$ cat config.mk
export PLATFORM = sky130hd
export DESIGN_NAME = periph_clk_out
export DESIGN_NICKNAME = d
export VERILOG_FILES = /design/src/logic/periph_clk_pkg.sv /design/src/logic/rate_toggle.sv /design/src/logic/periph_clk_out.sv
export SDC_FILE = /design/constraint.sdc
export NUM_CORES = 1
export LEC_CHECK = 0
export BUFFER_PORTS_ARGS = -buffer_cell sky130_fd_sc_hd__buf_2
export CAP_MARGIN = 40
export CORE_ASPECT_RATIO = 1.5
export CORE_MARGIN = 2
export CORE_UTILIZATION = 40
export DETAILED_ROUTE_END_ITERATION = 10
export PLACE_DENSITY = 0.82
export RECOVER_POWER = 25
export SLEW_MARGIN = 5
export SYNTH_ARGS = -nofsm -noshare
export SYNTH_HDL_FRONTEND = slang
export SYNTH_SLANG_ARGS = --single-unit
$ cat constraint.sdc
create_clock -name clock_i -period 1.5 [get_ports clock_i]
set_input_delay 0.3 -clock clock_i [delete_from_list [all_inputs] [get_ports clock_i]]
set_output_delay 0.3 -clock clock_i [all_outputs]
set_load 0.005 [all_outputs]
$ cat src/logic/periph_clk_pkg.sv
// constants for the peripheral clock output and serial mode control
// assumes a single system clock domain and a byte-wide register port
`default_nettype none
package periph_clk_pkg;
  localparam int unsigned ADDR_W       = 8;
  localparam int unsigned DATA_W       = 8;
  localparam int unsigned CNT_W        = 6;
  // register offsets
  localparam logic [7:0]  CTRL_OFS     = 8'h00;
  localparam logic [7:0]  STAT_OFS     = 8'h01;
  localparam logic [7:0]  CTRL_RESET   = 8'hE0;
  localparam logic [7:0]  CTRL_MASK    = 8'hFE;
  // field positions in serial_ctrl_reg0
  localparam int unsigned MODE_LSB     = 5;
  localparam int unsigned PCK_EN_BIT   = 4;
  localparam int unsigned DIV_HI_BIT   = 3;
  localparam int unsigned DIV_LO_BIT   = 2;
  localparam int unsigned SIF_EN_BIT   = 1;
  // status register positions
  localparam int unsigned ST_ACT_BIT   = 0;
  localparam int unsigned ST_PCK_BIT   = 1;
  localparam int unsigned ST_SPI_BIT   = 2;

  typedef enum logic [2:0] {
    MODE_SPI_M_DIV4  = 3'b000,
    MODE_SPI_M_DIV16 = 3'b001,
    MODE_SPI_M_DIV64 = 3'b010,
    MODE_SPI_M_LIRC  = 3'b011,
    MODE_SPI_M_TMR   = 3'b100,
    MODE_SPI_SLAVE   = 3'b101,
    MODE_I2C_SLAVE   = 3'b110,
    MODE_IO          = 3'b111
  } serial_mode_t;

  typedef enum logic [1:0] {
    PCK_DIV2 = 2'b00,
    PCK_DIV4 = 2'b01,
    PCK_DIV8 = 2'b10,
    PCK_TMR  = 2'b11
  } pck_sel_t;

  // toggle every 2**k cycles gives system clock / 2**(k+1)
  localparam logic [2:0] K_DIV2  = 3'h0;
  localparam logic [2:0] K_DIV4  = 3'h1;
  localparam logic [2:0] K_DIV8  = 3'h2;
  localparam logic [2:0] K_DIV16 = 3'h3;
  localparam logic [2:0] K_DIV64 = 3'h5;
endpackage : periph_clk_pkg
`default_nettype wire

$ cat src/logic/rate_toggle.sv
// one clock level generator: toggles on a tick or follows a sampled source
// assumes tick_i and src_i are synchronous to clock_i
`default_nettype none
module rate_toggle (
  input  wire logic clock_i,
  input  wire logic rst_b_i,
  input  wire logic clear_i,
  input  wire logic follow_i,
  input  wire logic src_i,
  input  wire logic tick_i,
  output logic      level_o
);
  logic level_q;

  always_ff @(posedge clock_i) begin
    if (!rst_b_i || clear_i) begin
      level_q <= 1'b0;
    end else if (follow_i) begin
      level_q <= src_i;
    end else if (tick_i) begin
      level_q <= ~level_q;
    end
  end

  assign level_o = level_q;
endmodule : rate_toggle
`default_nettype wire

$ cat src/logic/periph_clk_out.sv
// peripheral clock output with shared pin, plus serial mode decode
// assumes a synchronous register port, timer match pulses and sleep level on clock_i
// Behaviour
// the enable bit hands the shared pin to the clock output instead of ordinary i/o.
// writing 1 to the enable bit turns the clock output on and writing 0 turns it off.
// the clock output comes from half the timer-0 match rate or a divided system clock.
// the two-bit prescale field picks the system clock ratio for the clock output.
// while the device sleeps the clock output is disabled.
// mode codes 000, 001, 010 give spi master at system clock over 4, 16 and 64.
// mode 011 gives spi master on the low-speed rc clock, 100 at half the timer-0 match rate.
// mode 101 makes the interface an spi slave whose clock the external master supplies.
// the three-bit mode field sets the interface mode, 110 i2c slave and 111 plain i/o.
//
// Local design decisions: the placing of the registers and the plain strobed port.
`default_nettype none
module periph_clk_out (
  input  wire logic        clock_i,
  input  wire logic        rst_b_i,
  input  wire logic [7:0]  addr_i,
  input  wire logic [7:0]  wdata_i,
  input  wire logic        we_i,
  input  wire logic        re_i,
  output logic      [7:0]  rdata_o,
  input  wire logic        sleep_i,
  input  wire logic        timer0_period_match_i,
  input  wire logic        low_speed_rc_clock_i,
  input  wire logic        gpio_out_i,
  input  wire logic        gpio_oe_i,
  output logic             gpio_in_o,
  input  wire logic        periph_clk_out_pin_i,
  output logic             periph_clk_out_pin_o,
  output logic             periph_clk_out_pin_oe_o,
  output logic             serial_if_enable_o,
  output logic      [2:0]  serial_mode_sel_o,
  output logic             spi_master_o,
  output logic             spi_slave_o,
  output logic             i2c_slave_o,
  output logic             io_mode_o,
  output logic             spi_master_clk_o
);
  logic [7:0]                           ctrl_q;
  logic [7:0]                           rdata_q;
  logic [periph_clk_pkg::CNT_W-1:0]     cnt_q;
  logic                                 pin_q;
  logic                                 pin_oe_q;
  logic                                 gpio_in_q;
  logic                                 periph_clk_enable;
  logic [1:0]                           div_sel;
  logic [2:0]                           mode;
  logic                                 pck_act;
  logic                                 pck_tick;
  logic                                 pck_lvl;
  logic                                 spi_act;
  logic                                 spi_tick;
  logic                                 spi_follow;
  logic                                 spi_lvl;
  logic [7:0]                           status;

  // true once every 2**k cycles of the free-running prescaler
  function automatic logic tick_at(input logic [5:0] cnt, input logic [2:0] k);
    logic [6:0] m;
    m = (7'h01 << k) - 7'h01;
    return &(cnt | ~m[5:0]);
  endfunction : tick_at

  assign periph_clk_enable = ctrl_q[periph_clk_pkg::PCK_EN_BIT];
  assign div_sel           = {ctrl_q[periph_clk_pkg::DIV_HI_BIT], ctrl_q[periph_clk_pkg::DIV_LO_BIT]};
  assign mode              = ctrl_q[periph_clk_pkg::MODE_LSB +: 3];

  // control register
  always_ff @(posedge clock_i) begin
    if (!rst_b_i) begin
      ctrl_q <= periph_clk_pkg::CTRL_RESET;
    end else if (we_i && addr_i == periph_clk_pkg::CTRL_OFS) begin
      ctrl_q <= wdata_i & periph_clk_pkg::CTRL_MASK;
    end
  end

  // read port, data one cycle after the strobe
  always_ff @(posedge clock_i) begin
    if (!rst_b_i) begin
      rdata_q <= 8'h00;
    end else if (re_i) begin
      case (addr_i)
        periph_clk_pkg::CTRL_OFS: rdata_q <= ctrl_q;
        periph_clk_pkg::STAT_OFS: rdata_q <= status;
        default:                  rdata_q <= 8'h00;
      endcase
    end else begin
      rdata_q <= 8'h00;
    end
  end

  always_comb begin
    status = 8'h00;
    status[periph_clk_pkg::ST_ACT_BIT] = pck_act;
    status[periph_clk_pkg::ST_PCK_BIT] = pck_lvl;
    status[periph_clk_pkg::ST_SPI_BIT] = spi_lvl;
  end

  // free-running prescaler shared by both clock generators
  always_ff @(posedge clock_i) begin
    if (!rst_b_i) begin
      cnt_q <= 6'h00;
    end else begin
      cnt_q <= cnt_q + 6'h01;
    end
  end

  // peripheral clock source and ratio
  assign pck_act = periph_clk_enable && !sleep_i; // see R2

  always_comb begin
    case (div_sel) // see R3
      periph_clk_pkg::PCK_DIV2: pck_tick = tick_at(cnt_q, periph_clk_pkg::K_DIV2);
      periph_clk_pkg::PCK_DIV4: pck_tick = tick_at(cnt_q, periph_clk_pkg::K_DIV4);
      periph_clk_pkg::PCK_DIV8: pck_tick = tick_at(cnt_q, periph_clk_pkg::K_DIV8);
      periph_clk_pkg::PCK_TMR:  pck_tick = timer0_period_match_i;
      default:                  pck_tick = 1'b0;
    endcase
  end

  rate_toggle pck_gen (
    .clock_i  (clock_i),
    .rst_b_i  (rst_b_i),
    .clear_i  (!pck_act),
    .follow_i (1'b0),
    .src_i    (1'b0),
    .tick_i   (pck_tick),
    .level_o  (pck_lvl)
  );

  // shared pin: clock function or ordinary i/o
  always_ff @(posedge clock_i) begin
    if (!rst_b_i) begin
      pin_q    <= 1'b0;
      pin_oe_q <= 1'b0;
    end else if (periph_clk_enable) begin
      pin_q    <= pck_lvl;
      pin_oe_q <= 1'b1;
    end else begin
      pin_q    <= gpio_out_i;
      pin_oe_q <= gpio_oe_i;
    end
  end

  always_ff @(posedge clock_i) begin
    if (!rst_b_i) begin
      gpio_in_q <= 1'b0;
    end else begin
      gpio_in_q <= periph_clk_out_pin_i;
    end
  end

  // serial mode decode
  assign serial_if_enable_o = ctrl_q[periph_clk_pkg::SIF_EN_BIT];
  assign serial_mode_sel_o  = mode;
  assign spi_master_o = serial_if_enable_o && mode <= periph_clk_pkg::MODE_SPI_M_TMR; // see R6
  assign spi_slave_o  = serial_if_enable_o && mode == periph_clk_pkg::MODE_SPI_SLAVE;
  assign i2c_slave_o  = serial_if_enable_o && mode == periph_clk_pkg::MODE_I2C_SLAVE;
  assign io_mode_o    = mode == periph_clk_pkg::MODE_IO;

  // spi master clock; none in slave mode since the external master drives it
  assign spi_act    = spi_master_o;
  assign spi_follow = mode == periph_clk_pkg::MODE_SPI_M_LIRC;

  always_comb begin
    case (mode) // see R6
      periph_clk_pkg::MODE_SPI_M_DIV4:  spi_tick = tick_at(cnt_q, periph_clk_pkg::K_DIV4);
      periph_clk_pkg::MODE_SPI_M_DIV16: spi_tick = tick_at(cnt_q, periph_clk_pkg::K_DIV16);
      periph_clk_pkg::MODE_SPI_M_DIV64: spi_tick = tick_at(cnt_q, periph_clk_pkg::K_DIV64);
      periph_clk_pkg::MODE_SPI_M_TMR:   spi_tick = timer0_period_match_i;
      default:                          spi_tick = 1'b0;
    endcase
  end

  rate_toggle spi_gen (
    .clock_i  (clock_i),
    .rst_b_i  (rst_b_i),
    .clear_i  (!spi_act),
    .follow_i (spi_follow),
    .src_i    (low_speed_rc_clock_i),
    .tick_i   (spi_tick),
    .level_o  (spi_lvl)
  );

  assign rdata_o                 = rdata_q;
  assign periph_clk_out_pin_o    = pin_q;
  assign periph_clk_out_pin_oe_o = pin_oe_q;
  assign gpio_in_o               = gpio_in_q;
  assign spi_master_clk_o        = spi_lvl;
endmodule : periph_clk_out
`default_nettype wire

==> run metrics, run 1 <==
status finished clean; CP max-delay cell dfxtp_4; Synth-to-Final Area Change 29.4%; worst rel slew slack 59.4%; Hold EP periph_clk_out_pin_oe_o; Vias 877; Synth Instances 102; fillers 253; Non-Filler Instances 182; GR Util met2 30.4%; Final min period 1.45 ns; critical path required time 1.20 ns; Synth cell types 27; Most used DFF post-synth dfxtp_1; FMAX 688 MHz; CP max FO 11; I/O pins 46; ANT cells 0; Initial Util 41.1%; ys async rst share 0%; Mapped Nets 131; Hold Startpoint gpio_oe_i; Slew Viols, Final 0; WP depth 3; grt met3 use 2.94%; CTS Buf Count 3; Root Buffer clkbuf_8; Max-Cap Viols 0; Worst Reg2Reg Path Length in Cells 7; met1 Track Usage GR 18.2%; R2R Path End spi_gen.level_o; critical path class flip-flop to output pin; WHS 0.229 ns; H-tree levels 1; total placed instance area 1320 µm²; CTS tree done; Die X 46.4 µm; post-DR vias/cell 4.82; crit path launch ctrl_q[7]; initial antenna violation count 0; antenna-violating nets left 0; Critical Path AT 1.15 ns; Placer Congestion 0.755; Setup Fix Bufs, Post-CTS 0; Most Crowded Layer GR met2; most common cell in the netlist dfxtp_1; Ys Warns 0; Sink Count 25; placed cells 178; Worst R2R Start cnt_q[1]; Crit path buffers/inverters 1; die height 67.5 µm; RSZ-0062 raised after global routing false; synth top area cells dfxtp_1, mux2i_1, and2_1; # port buffers 44; setup TNS 0 ns; post-synthesis sequential area ratio 46.5%; area leader, netlist dfxtp_1; depth of the worst hold-timing path 2; Post-synth EDFFs 0; fraction of layout cells with a size suffix above 1 41.4%; Hold Fails Final Rpt 0; most common library cells after synthesis dfxtp_1, mux2i_1, and2_1; delay-heaviest family, CP flip-flops; Yosys reg bits 25; leakage 0.659 nW; Worst-Margin Slew 0.609 ns; Cell Area, Synth 1080 µm²; Tcrit/Tclk final 96.9%; clock buffer depth 2; FF-to-FF setup slack 0.11 ns; Power Density 828 nW/µm²; Skew-Pair Late Insertion Delay 0.26 ns; DRT iter0 DRCs 15; first-pass GRT wire length 3740 µm; per-cell routed wire length 12.7 µm; DRT Wirelength 2320 µm; Setup crit end kind output pin; post-route cell area 1390 µm²; crit path cell chain nand2_1 > nor3b_1 > buf_2; Worst VDD drop 583 µV; Final Skew 0.00228 ns; slowest cell delay on critical path 0.41 ns; drt drc 0; detailed placement HPWL 1820 µm; gr usage total 16.7%; Yosys top cell area share 46.5%; vias in the first global route 874; final-stage net count 175; crit start category flip-flop; power consumption 1.15 mW; clk slew on worst S/H paths 0.08 ns; core box area 2620 µm²; largest net degree at the start of global routing 18; syn avg cell area 10.5 µm²; number of iterations in the first detailed-routing pass 4; hold crit path type input pin to flip-flop; # rows 23; final setup fails 0; global route total overflow 0; DIE AREA 3130 µm²
## area by class of cell
type | instances | area (µm²) | share of cell area [%]
Clock buffer | 4 | 45.0 | 3.23
Sequential cell | 25 | 512 | 36.7
Timing Repair Buffer | 46 | 229 | 16.4
Tap cell | 37 | 46.3 | 3.32
Multi-Input combinational cell | 70 | 561 | 40.3
## how the worst max path moves through the flow
stage / end / slack, ns
2_1_floorplan: spi_gen.level_o / 0.03
3_3_place_gp: spi_gen.level_o / 0.03
3_5_place_dp: spi_gen.level_o / -0.04
4_1_cts: i2c_slave_o / 0.006
5_1_grt: i2c_slave_o / 0.007
6_report: i2c_slave_o / 0.05
## kinds of logic after synthesis
family	Yosys count	share of synthesized area [%]
DFF	25	46.5
muxes	12	11.2
and+or+nand+nor	46	29.5
buffers and inverters	7	3.60
adders and majority gates	3	3.49
xor gates and xnor gates	2	1.63
AOI/OAI and AO/OA	7	4.07
## routing by layer
metal  vias to the layer above  routed length [µm]
li1                        435                   -
met1                       410                 850
met2                        26                1320
met3                         6                 104
met4                         0                  38
met5                         -                   0
## worst register-to-register path, cell delays in order (launching register included)
cell and delay [ns]:
dfxtp_2 0.34, ha_4 0.16, and3_4 0.17, ha_2 0.16, nand2_1 0.07, a21oi_2 0.06
o221a_2 0.27, nor3_2 0.09
## cell usage in the layout (no fill, tap or decap), types with 2 or more instances in the layout
master,synthesis,final
and4b_1,2,2
o21ai_0,3,2
nor2_1,3,3
dfxtp_2,0,3
buf_2,1,42
nand2_1,8,8
dfxtp_1,25,20
nor3b_1,2,2
dfxtp_4,0,2
nor4_4,2,2
mux2i_1,12,12
and2_1,11,10
nor3_1,3,3
nor2b_1,7,7
clkbuf_1,3,4
clkbuf_8,0,3
## flip-flops by register name (all words and copies together), names as in the netlist
| name | flops |
|---|---|
| cnt_q | 5 |
| ctrl_q | 7 |
| gpio_in_o | 1 |
| pck_gen.level_o | 1 |
| periph_clk_out_pin_o | 1 |
| periph_clk_out_pin_oe_o | 1 |
| rdata_o | 8 |
| spi_gen.level_o | 1 |
## where the power goes
group,leakage [nW],internal (mW),switching (mW)
combinational,0.434,0.0474,0.0400
clock,0.0228,0.189,0.196
sequential,0.203,0.672,0.00810
total,0.659,0.909,0.244
## repair_timing
| item | CTS | global route |
|---|---|---|
| hold buffers | 0 | 0 |
| gates resized for setup | 6 | 6 |
| pin swaps | 1 | 1 |
| setup endpoints to repair | 3 | 3 |
## stage by stage
stage	setup WS, ns	utilization (%)
after floorplan	0.0272	-
after global placement	0.0300	50.5
after detailed placement	-0.0376	50.5
after CTS	0.00622	52.7
after global routing	0.00692	53.2
final	0.0470	53.2
(Power assumes the default switching activity.)
==> run 2, diff against run 1 <==
--- a/config.mk
+++ b/config.mk
@@ -7,11 +7,13 @@
 export LEC_CHECK = 0
 export BUFFER_PORTS_ARGS = -buffer_cell sky130_fd_sc_hd__buf_2
 export CAP_MARGIN = 40
+export CELL_PAD_IN_SITES_DETAIL_PLACEMENT = 0
+export CELL_PAD_IN_SITES_GLOBAL_PLACEMENT = 1
 export CORE_ASPECT_RATIO = 1.5
 export CORE_MARGIN = 2
-export CORE_UTILIZATION = 40
+export CORE_UTILIZATION = 31
 export DETAILED_ROUTE_END_ITERATION = 10
-export PLACE_DENSITY = 0.82
+export PLACE_DENSITY = 0.84
 export RECOVER_POWER = 25
 export SLEW_MARGIN = 5
 export SYNTH_ARGS = -nofsm -noshare
==> run 2 against run 1 <==
Net effect:
- sequential cell count is the same
- clock-buffer cell count is the same
- routed wire length shrank 5.7%
- die area grew 27%
- critical path depth grew 4
- global-route usage shrank 4.0 points
- largest power group unchanged
==> run metrics, run 2 (synthesis results as in run 1) <==
drt drc 0 (unchanged); final setup fails 0 (unchanged); Initial Util 32.1% (-9.0 points); ANT cells 0 (unchanged); Final Skew 0.000843 ns (-0.00144 ns); H-tree levels 1 (unchanged); setup TNS 0 ns (unchanged); RSZ-0062 raised after global routing false; initial antenna violation count 0 (unchanged); Sink Count 25 (unchanged); Root Buffer clkbuf_8; critical path required time 1.70 ns (+0.50 ns); clk slew on worst S/H paths 0.08 ns (about the same); Die X 52.1 µm (+12%); CP max FO 3 (-8); DRT Wirelength 2180 µm (-5.7%); critical path class flip-flop to flip-flop; Placer Congestion 0.786 (+4.0%); Worst Reg2Reg Path Length in Cells 7 (unchanged); Power Density 821 nW/µm² (-0.86%); detailed placement HPWL 1780 µm (-2.4%); DRT iter0 DRCs 9 (-6); Synth-to-Final Area Change 30.0%; Vias 856 (-2.4%); post-DR vias/cell 4.55 (-5.5%); clock buffer depth 2 (unchanged); core box area 3350 µm² (+28%); Setup crit end kind flip-flop; I/O pins 46 (unchanged); worst rel slew slack 60.1% (+0.67 points); per-cell routed wire length 11.6 µm (-8.7%); die height 76.2 µm (+13%); first-pass GRT wire length 3800 µm (+1.7%); status finished clean; antenna-violating nets left 0 (unchanged); Worst VDD drop 592 µV (+1.6%); fraction of layout cells with a size suffix above 1 40.4% (-0.97 points); largest net degree at the start of global routing 18 (unchanged); leakage 0.669 nW (+1.6%); Skew-Pair Late Insertion Delay 0.26 ns (about the same); # port buffers 44 (unchanged); fillers 342 (+35%); CTS tree done; most common cell after layout, fill and taps aside buf_2; final-stage net count 176 (+0.57%); Setup Fix Bufs, Post-CTS 0 (unchanged); Hold Fails Final Rpt 0 (unchanged); gr usage total 12.6% (-4.0 points); Largest register FFs 8 (unchanged); number of iterations in the first detailed-routing pass 2 (-2); CTS Buf Count 3 (unchanged); vias in the first global route 914 (+4.6%); Slew Viols, Final 0 (unchanged); Critical Path AT 1.61 ns (+0.46 ns); Final min period 1.41 ns (-0.0441 ns); crit start category flip-flop; hold crit path type input pin to flip-flop; FMAX 710 MHz (+3.1%); Tcrit/Tclk final 93.9% (-2.9 points); global route total overflow 0 (unchanged); # rows 26 (+13%); WHS 0.226 ns (-0.00289 ns); depth of the worst hold-timing path 2 (unchanged); DIE AREA 3970 µm² (+27%); most frequent cells in the layout buf_2, dfxtp_1, mux2i_1; Worst-Margin Slew 0.599 ns (-0.0101 ns); Max-Cap Viols 0 (unchanged)
## run 2: changes by cell type in the layout (fill, tap and decap cells not counted)
| cell | before | now |
|---|---|---|
| ha_2 | 1 | 0 |
| and3_4 | 1 | 0 |
| o21ai_0 | 2 | 3 |
| ha_1 | 1 | 2 |
| o21ai_1 | 1 | 0 |
| buf_4 | 1 | 2 |
| and3_1 | 1 | 2 |
## run 2: repair_timing
item / CTS / global route
hold buffers: 0 / 0
cloned: 0 / 0
pin swaps: 1 / 1
resized for setup: 4 / 5
endpoints found under the setup margin: 2 / 3
## run 2: worst paths after layout
| path | slack [ns] | endpoint | from |
|---|---|---|---|
| worst max register to register | 0.09 | spi_gen.level_o | cnt_q[0] |
| worst min register to register | 0.52 | rdata_o[3] | ctrl_q[3] |
| worst max-delay path | 0.09 | spi_gen.level_o | cnt_q[0] |
| worst min-delay path | 0.23 | periph_clk_out_pin_oe_o | gpio_oe_i |
## run 2: where the power goes
part / leakage [nW] / switching, mW / internal, mW
Clock: 0.0228 / 0.194 / 0.190
Sequential: 0.203 / 0.00725 / 0.672
Combinational: 0.444 / 0.0391 / 0.0463
## run 2: metrics by stage
stage                     cells  worst slack [ns]  total power, mW  instance area (µm²)  utilization (%)
final                       188            0.0911             1.15                 1400             41.7
after CTS                   188            0.0106             1.17                 1390             41.6
after global placement      184            0.0269            0.779                 1340             39.8
after floorplan             102            0.0272            0.724                 1080                -
after global routing        188            0.0144             1.21                 1400             41.7
after detailed placement    184           -0.0180            0.783                 1340             39.8
## run 2: worst max-delay path, cell delays in order, from the launching register on
cell and delay, ns:
dfxtp_2 0.34, ha_4 0.16, and3_1 0.18, ha_1 0.17, nand2_1 0.07, a21oi_2 0.05, o221a_2 0.27, nor3_2 0.09
## run 2: final cells by class
class                   count  area (µm²)  share of cell area (%)
multi-input cells          70         553                    39.5
flip-flops and latches     25         512                    36.6
repair buffers             47         236                    16.9
well taps                  42        52.6                    3.76
clock buffers               4        45.0                    3.22
## run 2: routing by layer
metal	part of all wire [%]	GRT usage, %	vias to the layer above
met5	0	0	-
met2	55	21.3	26
li1	-	-	438
met1	37	13.1	385
met4	3.2	8.95	0
met3	5.7	2.94	7
==> run 3, diff against run 2 <==
--- a/config.mk
+++ b/config.mk
@@ -15,6 +15,7 @@
 export DETAILED_ROUTE_END_ITERATION = 10
 export PLACE_DENSITY = 0.84
 export RECOVER_POWER = 25
+export SETUP_SLACK_MARGIN = 0.15
 export SLEW_MARGIN = 5
 export SYNTH_ARGS = -nofsm -noshare
 export SYNTH_HDL_FRONTEND = slang
==> run 3 against run 2 <==
Net effect:
- register-to-register slack improved by 0.03 ns
- clock skew increased by 0.0049 ns
- global-route usage grew 0.86 points
- first-iteration DRC count down 33%
- sequential cell count is the same
- combinational power up 2.7%
- critical path depth unchanged
- non-clock buffer count is 5 higher
- fmax rose by 2.3%
- via count is 6.1% higher
- die area stayed put
- utilization rose by 2.8 points
- largest cell class unchanged
- highest routed layer unchanged
==> run metrics, run 3 (synthesis results as in run 1) <==
CP max-delay cell dfxtp_4; placed cells 182 (-1.1%); Hold EP periph_clk_out_pin_oe_o; Max-Cap Viols 0 (unchanged); most common cell after layout, fill and taps aside buf_2; leakage 0.697 nW (+4.1%); Hold Buf Count CTS 0 (unchanged); final-stage net count 181 (+2.8%); depth of the worst hold-timing path 2 (unchanged); power consumption 1.17 mW (+1.9%); Worst-Margin Slew 0.622 ns (+0.0231 ns); Vias 908 (+6.1%); fraction of layout cells with a size suffix above 1 47.0% (+6.6 points); CP max FO 3 (unchanged); Placer Congestion 0.707 (-10%); switching power 0.264 mW (+10%); initial antenna violation count 0 (unchanged); I/O pins 46 (unchanged); Post-Place Setup Slack 0.0816 ns (+0.0996 ns); CTS Buf Count 3 (unchanged); Critical Path AT 1.58 ns (-0.03 ns); Slew Viols, Final 0 (unchanged); slowest cell delay on critical path 0.36 ns (+0.02 ns); antenna-violating nets left 0 (unchanged); per-cell routed wire length 12.2 µm (+5.5%); setup TNS 0 ns (unchanged); Final Skew 0.00570 ns (+0.00486 ns); crit path cell chain ha_4 > and3_4 > ha_4 > nand2_2 > a21oi_2 > o221a_2 > nor3_2; final setup fails 0 (unchanged); crit start category flip-flop; hold crit path type input pin to flip-flop; Largest register FFs 8 (unchanged); number of iterations in the first detailed-routing pass 4 (+2); clk slew on worst S/H paths 0.09 ns (about the same); Worst VDD drop 526 µV (-11%); Hold Fails Final Rpt 0 (unchanged); R2R Path End spi_gen.level_o; critical path required time 1.71 ns (about the same); Hold Startpoint gpio_oe_i; detailed placement HPWL 1800 µm (+1.2%); gr usage total 13.5% (+0.86 points); Root Buffer clkbuf_8; first-pass GRT wire length 4080 µm (+7.3%); Power Density 784 nW/µm² (-4.5%); drt drc 0 (unchanged); H-tree levels 1 (unchanged); DRT iter0 DRCs 6 (-3); clock buffer depth 2 (unchanged); largest net degree at the start of global routing 18 (unchanged); Tcrit/Tclk final 91.8% (-2.1 points); most frequent cells in the layout buf_2, dfxtp_1, mux2i_1; Crit path top cell by count ha_4; # port buffers 44 (unchanged); combinational share of power 7.5% (about the same); Skew-Pair Late Insertion Delay 0.27 ns (about the same); post-DR vias/cell 4.70 (+3.3%); RSZ-0062 raised after global routing true; status finished clean; Sequential Power Share 57.8% (-1.4 points); DRT Wirelength 2360 µm (+8.3%); vias in the first global route 951 (+4.0%); Sw Share 22.6% (+1.7 points); die height 76.2 µm (unchanged); Setup crit end kind flip-flop; Worst Reg2Reg Path Length in Cells 7 (unchanged); global route total overflow 0 (unchanged); Clk pwr share 34.7% (+1.3 points); critical path class flip-flop to flip-flop; Synth-to-Final Area Change 38.7%; core box area 3350 µm² (unchanged); final setup margin 0.123 ns (+0.0317 ns); Pint 0.906 mW (-0.23%); Non-Filler Instances 193 (+2.7%); Final min period 1.38 ns (-0.0317 ns); DIE AREA 3970 µm² (unchanged); ANT cells 0 (unchanged); FF-to-FF setup slack 0.12 ns (+0.03 ns); FMAX 726 MHz (+2.3%); Initial Util 32.1% (unchanged); Sink Count 25 (unchanged); Die X 52.1 µm (unchanged); worst rel slew slack 58.5% (-1.5 points); Worst R2R Start cnt_q[0]; CTS tree done; # rows 26 (unchanged)
-- run 3: cell count changes in the layout (fill, tap and decap cells not counted), moves of 2 or more --
cell and change:
and3_1 -2, dfxtp_2 -2, nand2_1 -2, buf_6 +2, and3_4 +2, buf_4 +4, dfxtp_4 +2
-- run 3: worst max path at each step --
stage	to	slack [ns]	start
after floorplan	spi_gen.level_o	0.16	cnt_q[0]
after global placement	spi_gen.level_o	0.12	cnt_q[0]
after detailed placement	ctrl_q[7]	0.08	addr_i[7]
after CTS	spi_gen.level_o	0.10	cnt_q[0]
after global routing	spi_master_o	0.04	ctrl_q[5]
final	spi_gen.level_o	0.12	cnt_q[0]
-- run 3: layout make-up --
cell class                 instances  area [µm²]
clock buffer                       3        41.3
timing repair buffer              52         284
sequential                        25         517
multi-input combinational         70         591
tap                               42        52.6
clock inverter                     1        7.51
fill                             327        1860
-- run 3: stage by stage --
step | util (%) | hold WS [ns] | area [µm²]
final | 44.5 | 0.217 | 1490
after global routing | 44.5 | 0.232 | 1490
after floorplan | - | 0.410 | 1100
after detailed placement | 39.9 | 0.465 | 1340
after CTS | 43.7 | 0.216 | 1460
after global placement | 39.9 | 0.462 | 1340
-- run 3: what timing repair did --
item / CTS / global route
buffers inserted: 5 / 2
pin swaps: 4 / 3
resized for setup: 13 / 5
setup endpoints to repair: 5 / 5
-- run 3: critical path: cells and delay by family (launching register included) --
kind / cells / cell delay, ns
AO/OA/AOI/OAI: 2 / 0.32
adder cells (fa/ha/maj): 2 / 0.31
AND/OR/NAND/NOR: 3 / 0.31
flip-flops: 1 / 0.36
-- run 3: power groups by stage --
stage | Clock [mW] | Sequential [mW] | Combinational, mW
after floorplan | 0 | 0.699 | 0.0287
after global placement | 0 | 0.699 | 0.0803
after detailed placement | 0 | 0.700 | 0.0831
after CTS | 0.416 | 0.678 | 0.0899
after global routing | 0.442 | 0.678 | 0.0986
final | 0.406 | 0.677 | 0.0876
-- run 3: routing by layer --
metal	global-route usage (%)	vias up	routed length [µm]
met5	0	-	0
met4	9.47	0	80
met3	2.55	7	105
met2	23.5	22	1310
met1	13.6	429	865
li1	-	450	-
